==> src/pfa_cfg.svh <==
// Constants for the program flow and addressing block
`ifndef PFA_CFG_SVH
`define PFA_CFG_SVH

// Program counter and stack geometry
`define PFA_PC_W        11
`define PFA_STK_W       12
`define PFA_STK_DEPTH   4
`define PFA_PC_RST      11'h7ff
`define PFA_PC_ONE      11'h001
`define PFA_IRQ_VEC     11'h004
`define PFA_STK_RST     12'h000

// Data addressing
`define PFA_BANK_RST    3'h0
`define PFA_PAGE_RST    3'h0
`define PFA_FSR_RST     8'h00
`define PFA_IND_FILE    5'h00
`define PFA_PCL_FILE    5'h02
`define PFA_FSR_FILE    5'h04
`define PFA_ZERO_BYTE   8'h00

// APB register byte offsets
`define PFA_ADR_PC      12'h000
`define PFA_ADR_CTRL    12'h004
`define PFA_ADR_FSR     12'h008
`define PFA_ADR_TOP     12'h00c

// Control register fields
`define PFA_CTRL_BANK   2:0
`define PFA_CTRL_PAGE   6:4

`endif

==> src/pfa_pkg.sv <==
// Types for the program flow and addressing block
package pfa_pkg;

  // Commands retired by the instruction decoder
  typedef enum logic [3:0] {
    PFA_OP_NONE   = 4'h0,
    PFA_OP_JUMP   = 4'h1,
    PFA_OP_CALL   = 4'h2,
    PFA_OP_RET    = 4'h3,
    PFA_OP_RETLIT = 4'h4,
    PFA_OP_RETINT = 4'h5,
    PFA_OP_IRQ    = 4'h6,
    PFA_OP_PCLWR  = 4'h7,
    PFA_OP_BANK   = 4'h8,
    PFA_OP_PAGE   = 4'h9
  } pfa_op_t;

  // All state of the block
  typedef struct packed {
    logic [10:0]      pc;
    logic [2:0]       page;
    logic [2:0]       bank;
    logic [7:0]       file_pointer;
    logic [3:0][11:0] stk;
    logic             wload;
    logic [7:0]       wval;
    logic [7:0]       maddr;
    logic             mre;
    logic             mwe;
    logic [7:0]       mwdata;
    logic             rpend;
    logic             rloc;
    logic [7:0]       rlocval;
    logic             rvalid;
    logic [7:0]       rdata;
    logic             pready;
    logic             pslverr;
    logic [31:0]      prdata;
  } pfa_state_t;

endpackage

==> src/pfa_core.sv <==
// Program counter, return stack and data addressing with APB view
//
// Local design decisions: the address map and the APB interface to the registers.
`timescale 1ns/100ps
`include "pfa_cfg.svh"

module pfa_core
  import pfa_pkg::*;
(
  input  wire logic        pclk,            // Instruction cycle clock
  input  wire logic        presetn,         // Async reset, active low
  input  wire logic        step,            // Instruction retires
  input  pfa_op_t          op,              // Retired command
  input  wire logic [8:0]  field,           // Address or literal field
  input  wire logic [7:0]  result,          // Result for low byte/page
  input  wire logic        acc_req,         // Data access request
  input  wire logic        acc_we,          // Access is a write
  input  wire logic [4:0]  acc_file,        // Opcode file field
  input  wire logic [7:0]  acc_wdata,       // Write data
  input  wire logic [7:0]  dmem_rdata,      // Memory read data
  output logic      [10:0] program_counter, // Current counter
  output logic             wreg_load,       // Load working register
  output logic      [7:0]  wreg_value,      // Literal for it
  output logic      [7:0]  dmem_addr,       // Memory address
  output logic             dmem_re,         // Memory read strobe
  output logic             dmem_we,         // Memory write strobe
  output logic      [7:0]  dmem_wdata,      // Memory write data
  output logic             acc_rvalid,      // Read data valid
  output logic      [7:0]  acc_rdata,       // Read data
  input  wire logic        psel,            // APB select
  input  wire logic        penable,         // APB enable
  input  wire logic        pwrite,          // APB direction
  input  wire logic [11:0] paddr,           // APB byte address
  input  wire logic [31:0] pwdata,          // APB write data
  output logic      [31:0] prdata,          // APB read data
  output logic             pready,          // APB ready
  output logic             pslverr          // APB error
);

  //--------------------------------------------------------------
  // State
  //--------------------------------------------------------------
  localparam pfa_state_t RST_S = '{
    pc: `PFA_PC_RST, page: `PFA_PAGE_RST, bank: `PFA_BANK_RST,
    file_pointer: `PFA_FSR_RST, stk: {`PFA_STK_DEPTH{`PFA_STK_RST}},
    wload: 1'b0, wval: `PFA_ZERO_BYTE, maddr: `PFA_ZERO_BYTE,
    mre: 1'b0, mwe: 1'b0, mwdata: `PFA_ZERO_BYTE, rpend: 1'b0,
    rloc: 1'b0, rlocval: `PFA_ZERO_BYTE, rvalid: 1'b0,
    rdata: `PFA_ZERO_BYTE, pready: 1'b0, pslverr: 1'b0,
    prdata: 32'h0000_0000};

  pfa_state_t s;
  pfa_state_t next_s;
  logic [11:0] ret_addr;
  logic        apb_acc;
  logic        apb_wr;
  logic        mapped;
  logic [31:0] apb_rd;
  logic [7:0]  ind_addr;
  logic        ind_hit;

  //--------------------------------------------------------------
  // Helper terms
  //--------------------------------------------------------------
  // Return address is current counter plus one
  assign ret_addr = {1'b0, s.pc + `PFA_PC_ONE};
  // Indirect port redirects through the pointer
  assign ind_hit  = (acc_file == `PFA_IND_FILE);
  assign ind_addr = s.file_pointer;
  // APB access phase and register decode
  assign apb_acc  = psel && penable && !s.pready;
  assign apb_wr   = psel && penable && s.pready && pwrite;

  // Read mux and map check
  always_comb begin
    mapped = 1'b1;
    apb_rd = 32'h0000_0000;
    unique case (paddr)
      `PFA_ADR_PC:   apb_rd[10:0] = s.pc;
      `PFA_ADR_CTRL: begin
        apb_rd[`PFA_CTRL_PAGE] = s.page;
        apb_rd[`PFA_CTRL_BANK] = s.bank;
      end
      `PFA_ADR_FSR:  apb_rd[7:0]  = s.file_pointer;
      `PFA_ADR_TOP:  apb_rd[11:0] = s.stk[0];
      default:       mapped = 1'b0;
    endcase
  end

  //--------------------------------------------------------------
  // Next state
  //--------------------------------------------------------------
  always_comb begin
    next_s       = s;
    next_s.wload = 1'b0;
    next_s.mre   = 1'b0;
    next_s.mwe   = 1'b0;
    next_s.rvalid = 1'b0;
    next_s.rpend = 1'b0;

    // Program counter and stack on each retired instruction
    if (step) begin
      unique case (op)
        PFA_OP_NONE: begin
          next_s.pc = s.pc + `PFA_PC_ONE;
        end
        PFA_OP_JUMP: begin
          next_s.pc = {s.page[1:0], field};
        end
        PFA_OP_CALL, PFA_OP_IRQ: begin
          // Shift deeper, deepest falls off silently
          next_s.stk[3] = s.stk[2];
          next_s.stk[2] = s.stk[1];
          next_s.stk[1] = s.stk[0];
          next_s.stk[0] = ret_addr;
          if (op == PFA_OP_CALL) begin
            next_s.pc = {s.page[1:0], 1'b0, field[7:0]};
          end else begin
            next_s.pc = `PFA_IRQ_VEC;
          end
        end
        PFA_OP_RET, PFA_OP_RETLIT, PFA_OP_RETINT: begin
          // Pop level one, level four copied up
          next_s.pc     = s.stk[0][10:0];
          next_s.stk[0] = s.stk[1];
          next_s.stk[1] = s.stk[2];
          next_s.stk[2] = s.stk[3];
          if (op == PFA_OP_RETLIT) begin
            next_s.wload = 1'b1;
            next_s.wval  = field[7:0];
          end
        end
        PFA_OP_PCLWR: begin
          next_s.pc = {s.page[1:0], 1'b0, result};
        end
        PFA_OP_BANK: begin
          next_s.bank = field[2:0];
          next_s.pc   = s.pc + `PFA_PC_ONE;
        end
        PFA_OP_PAGE: begin
          next_s.page = result[7:5];
          next_s.pc   = s.pc + `PFA_PC_ONE;
        end
        default: begin
          next_s.pc = s.pc + `PFA_PC_ONE;
        end
      endcase
    end

    // Data access: direct, indirect, or local alias
    if (acc_req) begin
      next_s.rloc    = 1'b0;
      next_s.rlocval = `PFA_ZERO_BYTE;
      next_s.mwdata  = acc_wdata;
      if (ind_hit) begin
        next_s.maddr = ind_addr;
        if (ind_addr == `PFA_ZERO_BYTE) begin
          next_s.rloc = 1'b1;
        end else begin
          next_s.mre = !acc_we;
          next_s.mwe = acc_we;
        end
      end else begin
        next_s.maddr = {s.bank, acc_file};
        if (acc_file == `PFA_PCL_FILE) begin
          next_s.rloc    = 1'b1;
          next_s.rlocval = s.pc[7:0];
        end else if (acc_file == `PFA_FSR_FILE) begin
          next_s.rloc    = 1'b1;
          next_s.rlocval = s.file_pointer;
          if (acc_we) begin
            next_s.file_pointer = acc_wdata;
          end
        end else begin
          next_s.mre = !acc_we;
          next_s.mwe = acc_we;
        end
      end
      next_s.rpend = !acc_we;
    end

    // Read data returned one cycle after the memory strobe
    if (s.rpend) begin
      next_s.rvalid = 1'b1;
      next_s.rdata  = s.rloc ? s.rlocval : dmem_rdata;
    end

    // APB slave: one wait state, then answer
    next_s.pready = apb_acc;
    if (apb_acc) begin
      next_s.prdata  = pwrite ? 32'h0000_0000 : apb_rd;
      next_s.pslverr = !mapped;
    end else if (!psel) begin
      next_s.pslverr = 1'b0;
    end
    if (apb_wr && mapped) begin
      if (paddr == `PFA_ADR_CTRL && !(step && op == PFA_OP_PAGE)) begin
        next_s.page = pwdata[`PFA_CTRL_PAGE];
      end
      if (paddr == `PFA_ADR_CTRL && !(step && op == PFA_OP_BANK)) begin
        next_s.bank = pwdata[`PFA_CTRL_BANK];
      end
      if (paddr == `PFA_ADR_FSR && !(acc_req && acc_we &&
          acc_file == `PFA_FSR_FILE && !ind_hit)) begin
        next_s.file_pointer = pwdata[7:0];
      end
    end
  end

  //--------------------------------------------------------------
  // State register
  //--------------------------------------------------------------
  always_ff @(posedge pclk or negedge presetn) begin
    if (!presetn) begin
      s <= RST_S;
    end else begin
      s <= next_s;
    end
  end

  //--------------------------------------------------------------
  // Outputs
  //--------------------------------------------------------------
  assign program_counter = s.pc;
  assign wreg_load       = s.wload;
  assign wreg_value      = s.wval;
  assign dmem_addr       = s.maddr;
  assign dmem_re         = s.mre;
  assign dmem_we         = s.mwe;
  assign dmem_wdata      = s.mwdata;
  assign acc_rvalid      = s.rvalid;
  assign acc_rdata       = s.rdata;
  assign prdata          = s.prdata;
  assign pready          = s.pready;
  assign pslverr         = s.pslverr;
endmodule

==> config.mk <==
export PLATFORM = sky130hd
export DESIGN_NAME = pfa_core
export DESIGN_NICKNAME = d
export VERILOG_FILES = /design/src/pfa_pkg.sv /design/src/pfa_core.sv
export VERILOG_INCLUDE_DIRS = /design/src
export SDC_FILE = /design/constraint.sdc
export NUM_CORES = 1
export LEC_CHECK = 0
export BUFFER_PORTS_ARGS = -buffer_cell sky130_fd_sc_hd__buf_2
export CAP_MARGIN = 15
export CORE_ASPECT_RATIO = 1.1
export CORE_MARGIN = 2
export CORE_UTILIZATION = 50
export CTS_BUF_LIST = sky130_fd_sc_hd__clkbuf_8
export DETAILED_ROUTE_END_ITERATION = 8
export GPL_TIMING_DRIVEN = 0
export PLACE_DENSITY = 0.78
export SLEW_MARGIN = 10
export SYNTH_ARGS = -nofsm -noshare
export SYNTH_HDL_FRONTEND = slang
export SYNTH_SLANG_ARGS = --single-unit
==> constraint.sdc <==
create_clock -name pclk -period 2 [get_ports pclk]
set_input_delay 0.3 -clock pclk [delete_from_list [all_inputs] [get_ports pclk]]
set_output_delay 0.3 -clock pclk [all_outputs]
set_load 0.1 [all_outputs]
# Yosys cells after proc, flatten, opt, wreduce, memory -nomap -nowiden

Cells that the tools add are included.

Add/subtract/negate cells: 1
Eq/ne operators: 15
Multiplexer cells: 40
Reductions and logical operators: 30

Operator list:

| kind                    | count |
|---|---|
| $pmux W36 S2            | 1 |
| $mux W8                 | 8 |
| $mux W9                 | 6 |
| $pmux W11 S4            | 1 |
| $eq A12 B4 Y1 const B   | 2 |
| $pmux W3 S4             | 2 |
| $mux W20                | 1 |
| $eq A4 B3 Y1 const B    | 4 |
| $mux W14                | 1 |
| $logic_and A1 B1 Y1     | 13 |
| $eq A12 B3 Y1 const B   | 1 |
| $logic_not A12 Y1       | 1 |
| $mux W12                | 1 |
| $mux W3                 | 4 |
| $add A11 B1 Y11 const B | 1 |
| $mux W11                | 1 |
| $mux W10                | 1 |
| $eq A4 B2 Y1 const B    | 2 |
| $eq A4 B4 Y1 const B    | 2 |
| $logic_not A8 Y1        | 1 |
| $logic_not A1 Y1        | 7 |
| $mux W1                 | 6 |
| $mux W2                 | 3 |
| $mux W6                 | 1 |
| other kinds (13)        | 15 |

Bits in registers: 153
Bits of input ports: 94
Output and inout bits: 81

# Longest topological paths before layout

Depth in word-level cells: 7
Mapped depth: 7
Depth with buffers taken out: 5

# Worst setup path after synthesis

OpenSTA, ideal clock, no wires.

Path kind: in2reg
Start: input paddr[1]
End: register s (netlist bit ind_addr[0])
Setup time: 0.125 ns
Arrival time: 2.282 ns
Data required time: 1.875 ns
Path slack: -0.407 ns
Stages on the path: 5
Buffers on the path: 1
Cell sequence: or4_4 > or4_4 > or4_1 > buf_6 > mux2_4

RTL lines:

| item                 | RTL line        | text |
|---|---|---|
| from (decl)          | pfa_core.sv:33  | `input wire logic [11:0] paddr,` |
| to (signal assigned) | pfa_core.sv:217 | `s <= next_s;` |
| to (decl)            | pfa_core.sv:52  | `pfa_state_t s;` |

==> results.md <==
- Pwr/cell area: 1070 nW/um^2
- Drt wl/cell: about 17 um
- Post-Layout Inst Area: slightly below 9000 um^2
- Final hold viol count: 0
- Area of the core: about 14000 um^2
- Die area: around 15000 um^2
- Clock sinks: roughly 130
- Die Y: between 100 and 150 um
- Number of synthesized flops with an enable pin: 0
- Antenna violations before repair: 0
- Worst Max-Slew Pin Slew: 0.982 ns
- Slew HR: 0.341
- Worst Hold Slack: ~0.047 ns
- Total congestion overflow: 0
- Initial DRC Count: roughly 600
- Critical Path RT: between 2 and 2.5 ns
- Ys Warns: 0
- CTS tree: done
- Global-route usage over all layers: 0.243
- FF+latch count, synth: between 100 and 150
- CP cell instances: buf_6 -> or4_4 -> or4_4 -> or4_4 -> mux2_4
- Setup CP Type: primary input to flop
- First-pass GRT wire length: slightly below 30000 um
- Drt pass-1 iters: 6
- Met1 usage: 0.297
- Met3 usage: 0.0568
- Skew final: roughly 0.011 ns
- Clock-pin slew on the worst setup and hold paths: roughly 0.080 ns
- Final slew viol count: 0
- Vias in the first global route: roughly 5600
- Min-Delay Path Class: primary input to flop
- Via/cell ratio: around 5.5
- CP max FO: 8
- Final std cells w/o fill: 1082
- Die Width: around 120 um
- PortBufs: about 130
- Share of layout cells above drive strength 1: 0.368
- Startpoint types: primary input
- Pin count of the biggest net entering global routing: 76
- Violated checks: negative setup slack
- Dpl cells: 1046
- Cell mode on critical path: or4_4
- Nets: 977
- Sequential fraction of the synthesis area: 0.464
- Worst Path Arrival: 2.35 ns
- Seq. cell area: roughly 3300 um^2
- Setup TNS Final: -0.0279 ns
- Netlist cell types: 62
- Synth Flop Type: dfrtp_1
- Antenna diodes: 0
- Placed Area: approximately 8000 um^2
- CP Capture Type: flop
- CTS buffer count: 17
- LEAKAGE: around 4.2 nW
- Status: finished, violations left
- Site row count: 45
- Final period util: 1.00
- Clk_lat worst skew: about 0.45 ns
- Final worst setup slack: -0.00985 ns
- Setup WS pre-CTS: -0.515 ns
- Via Count: approximately 5900
- Grt peak-use layer: met2
- CTS Buffer Depth: 2
- Met2 usage: 0.421
- Synth-to-Final Area Change: 20.4%
- Finish-stage setup viols: 6
- Antenna Violating Nets Remaining: 0
- Worst stage delay on the critical path: between 0.5 and 0.6 ns
- Unrepaired setup endpoints after global routing: true
- Period minus WS final: 2.01 ns
- IO Pins: around 180
- Maximum VDD drop: 0.451 mV
- Crit-path leading delay family: simple AND/OR/NAND/NOR gates
- Max Freq: roughly 500 MHz
- Max-cap viol count: 0
- Mean area per synthesized cell: ~10 um^2
- H-tree levels: 4
- CTS Root Cell: clkbuf_8
- Number of buffers and inverters on the critical path: 1
- Synthesized area: ~7200 um^2
- Fillers: roughly 1200
- Post-synth ARST share: 1.00
- Drt total wl: 18200 um
- Post-DP HPWL: 13500 um
- GP Congestion: 0.884
- CP max-delay cell: or4_4
- Cells after synthesis: 711
- Multi-input gate area: 3170 um^2
- # DRC: 0
- Starting Density: 0.515
worst reg2reg max path: stages (launching register included):
cell	delay (ns)
dfstp_2	0.64
ha_2	0.26
inv_1	0.15
or2_2	0.34
a21o_1	0.18
a221o_1	0.30
cell type report:
type                    count  area share
clock buffers              19      0.0302
clock inverters            12      0.0149
flip-flops and latches    133       0.386
multi-input cells         461       0.366
inverters                  21     0.00910
repair buffers            135      0.0843
well taps                 188      0.0271
plain buffers             113      0.0826
registers in the layout (all words and copies together), names as in the netlist, 8 cells and up:
| register | flops |
|---|---|
| prdata | 12 |
| program_counter | 11 |
| dmem_addr | 8 |
| acc_rdata | 8 |
| wreg_value | 8 |
| ind_addr | 8 |
| s | 64 |
| dmem_wdata | 8 |
placed cells by master (no fill, tap or decap), drive strengths merged, types with 11 or more instances in the layout:
| cell type | count |
|---|---|
| nand2 | 61 |
| dfrtp | 122 |
| a21oi | 41 |
| clkbuf | 55 |
| mux2 | 46 |
| a22oi | 14 |
| conb | 20 |
| nor2 | 47 |
| dfstp | 11 |
| buf | 211 |
| inv | 21 |
| o21ai | 61 |
| mux2i | 47 |
power by group:
group	internal, mW	switching, mW
Sequential	3.25	0.524
Combinational	1.03	2.22
Clock	1.16	1.07
path summary, 6_finish.rpt:
kind,from,to,slack [ns],cells past startpoint
worst min-delay path,acc_we,s[52],0.05,2
worst min register to register,s[52],acc_rvalid,0.39,0
worst max register to register,program_counter[0],program_counter[6],0.07,5
max in group asynchronous,presetn,program_counter[8],0.82,3
min in group asynchronous,presetn,dmem_wdata[1],0.39,2
worst max-delay path,paddr[1],ind_addr[7],-0.01,5
metrics by stage:
stage | power (mW) | utilization
finish | 9.25 | 0.621
floorplan | 6.26 | -
global route | 9.69 | 0.621
detailed placement | 6.99 | 0.586
global placement | 6.90 | 0.584
CTS | 9.22 | 0.618
cells by family after synthesis:
kind of cell,Yosys count,synth area share
DFF,133,0.464
other,1,0.000521
muxes,99,0.160
adders and majority gates,3,0.00452
AOI/OAI and AO/OA,161,0.137
xor gates and xnor gates,5,0.00609
buffers and inverters,136,0.111
and+or+nand+nor,173,0.116
timing repair:
item / in CTS / in global routing
endpoints found under the setup margin: 22 / 47
hold endpoints to repair: 58 / 0
pin swaps: 1 / 0
resized for setup: 4 / 15
buffers inserted: 4 / 2
hold buffers: 1 / 0
layer usage:
metal  part of all wire  vias to the layer above  wire length, um
li1                   -                     2773                -
met2               0.49                      247             8920
met5                  0                        -                0
met4              0.037                        0              675
met1               0.41                     2843             7430
met3              0.064                       43             1160
cells in the mapped netlist, types with 4 or more instances:
library cell,n,area [um^2]
a21o_1,5,37.5
a21oi_1,41,205
a221o_1,5,50.1
a22oi_1,14,105
and3_1,5,31.3
buf_1,4,15.0
buf_4,75,563
clkbuf_1,35,131
dfrtp_1,122,3050
dfstp_2,11,289
inv_1,20,75.1
mux2_2,38,428
mux2_4,8,120
mux2i_1,47,470
mux4_2,6,135
nand2_1,61,229
nand2b_1,5,31.3
nand3_1,10,50.1
nand4_1,5,31.3
nor2_1,47,176
nor2b_1,4,25.0
nor3_1,7,35.0
nor3b_1,4,30.0
nor4_1,4,25.0
o21ai_0,61,305
o22ai_1,5,31.3
xnor2_1,4,35.0
Note: power is estimated with default switching activity, not from simulation.
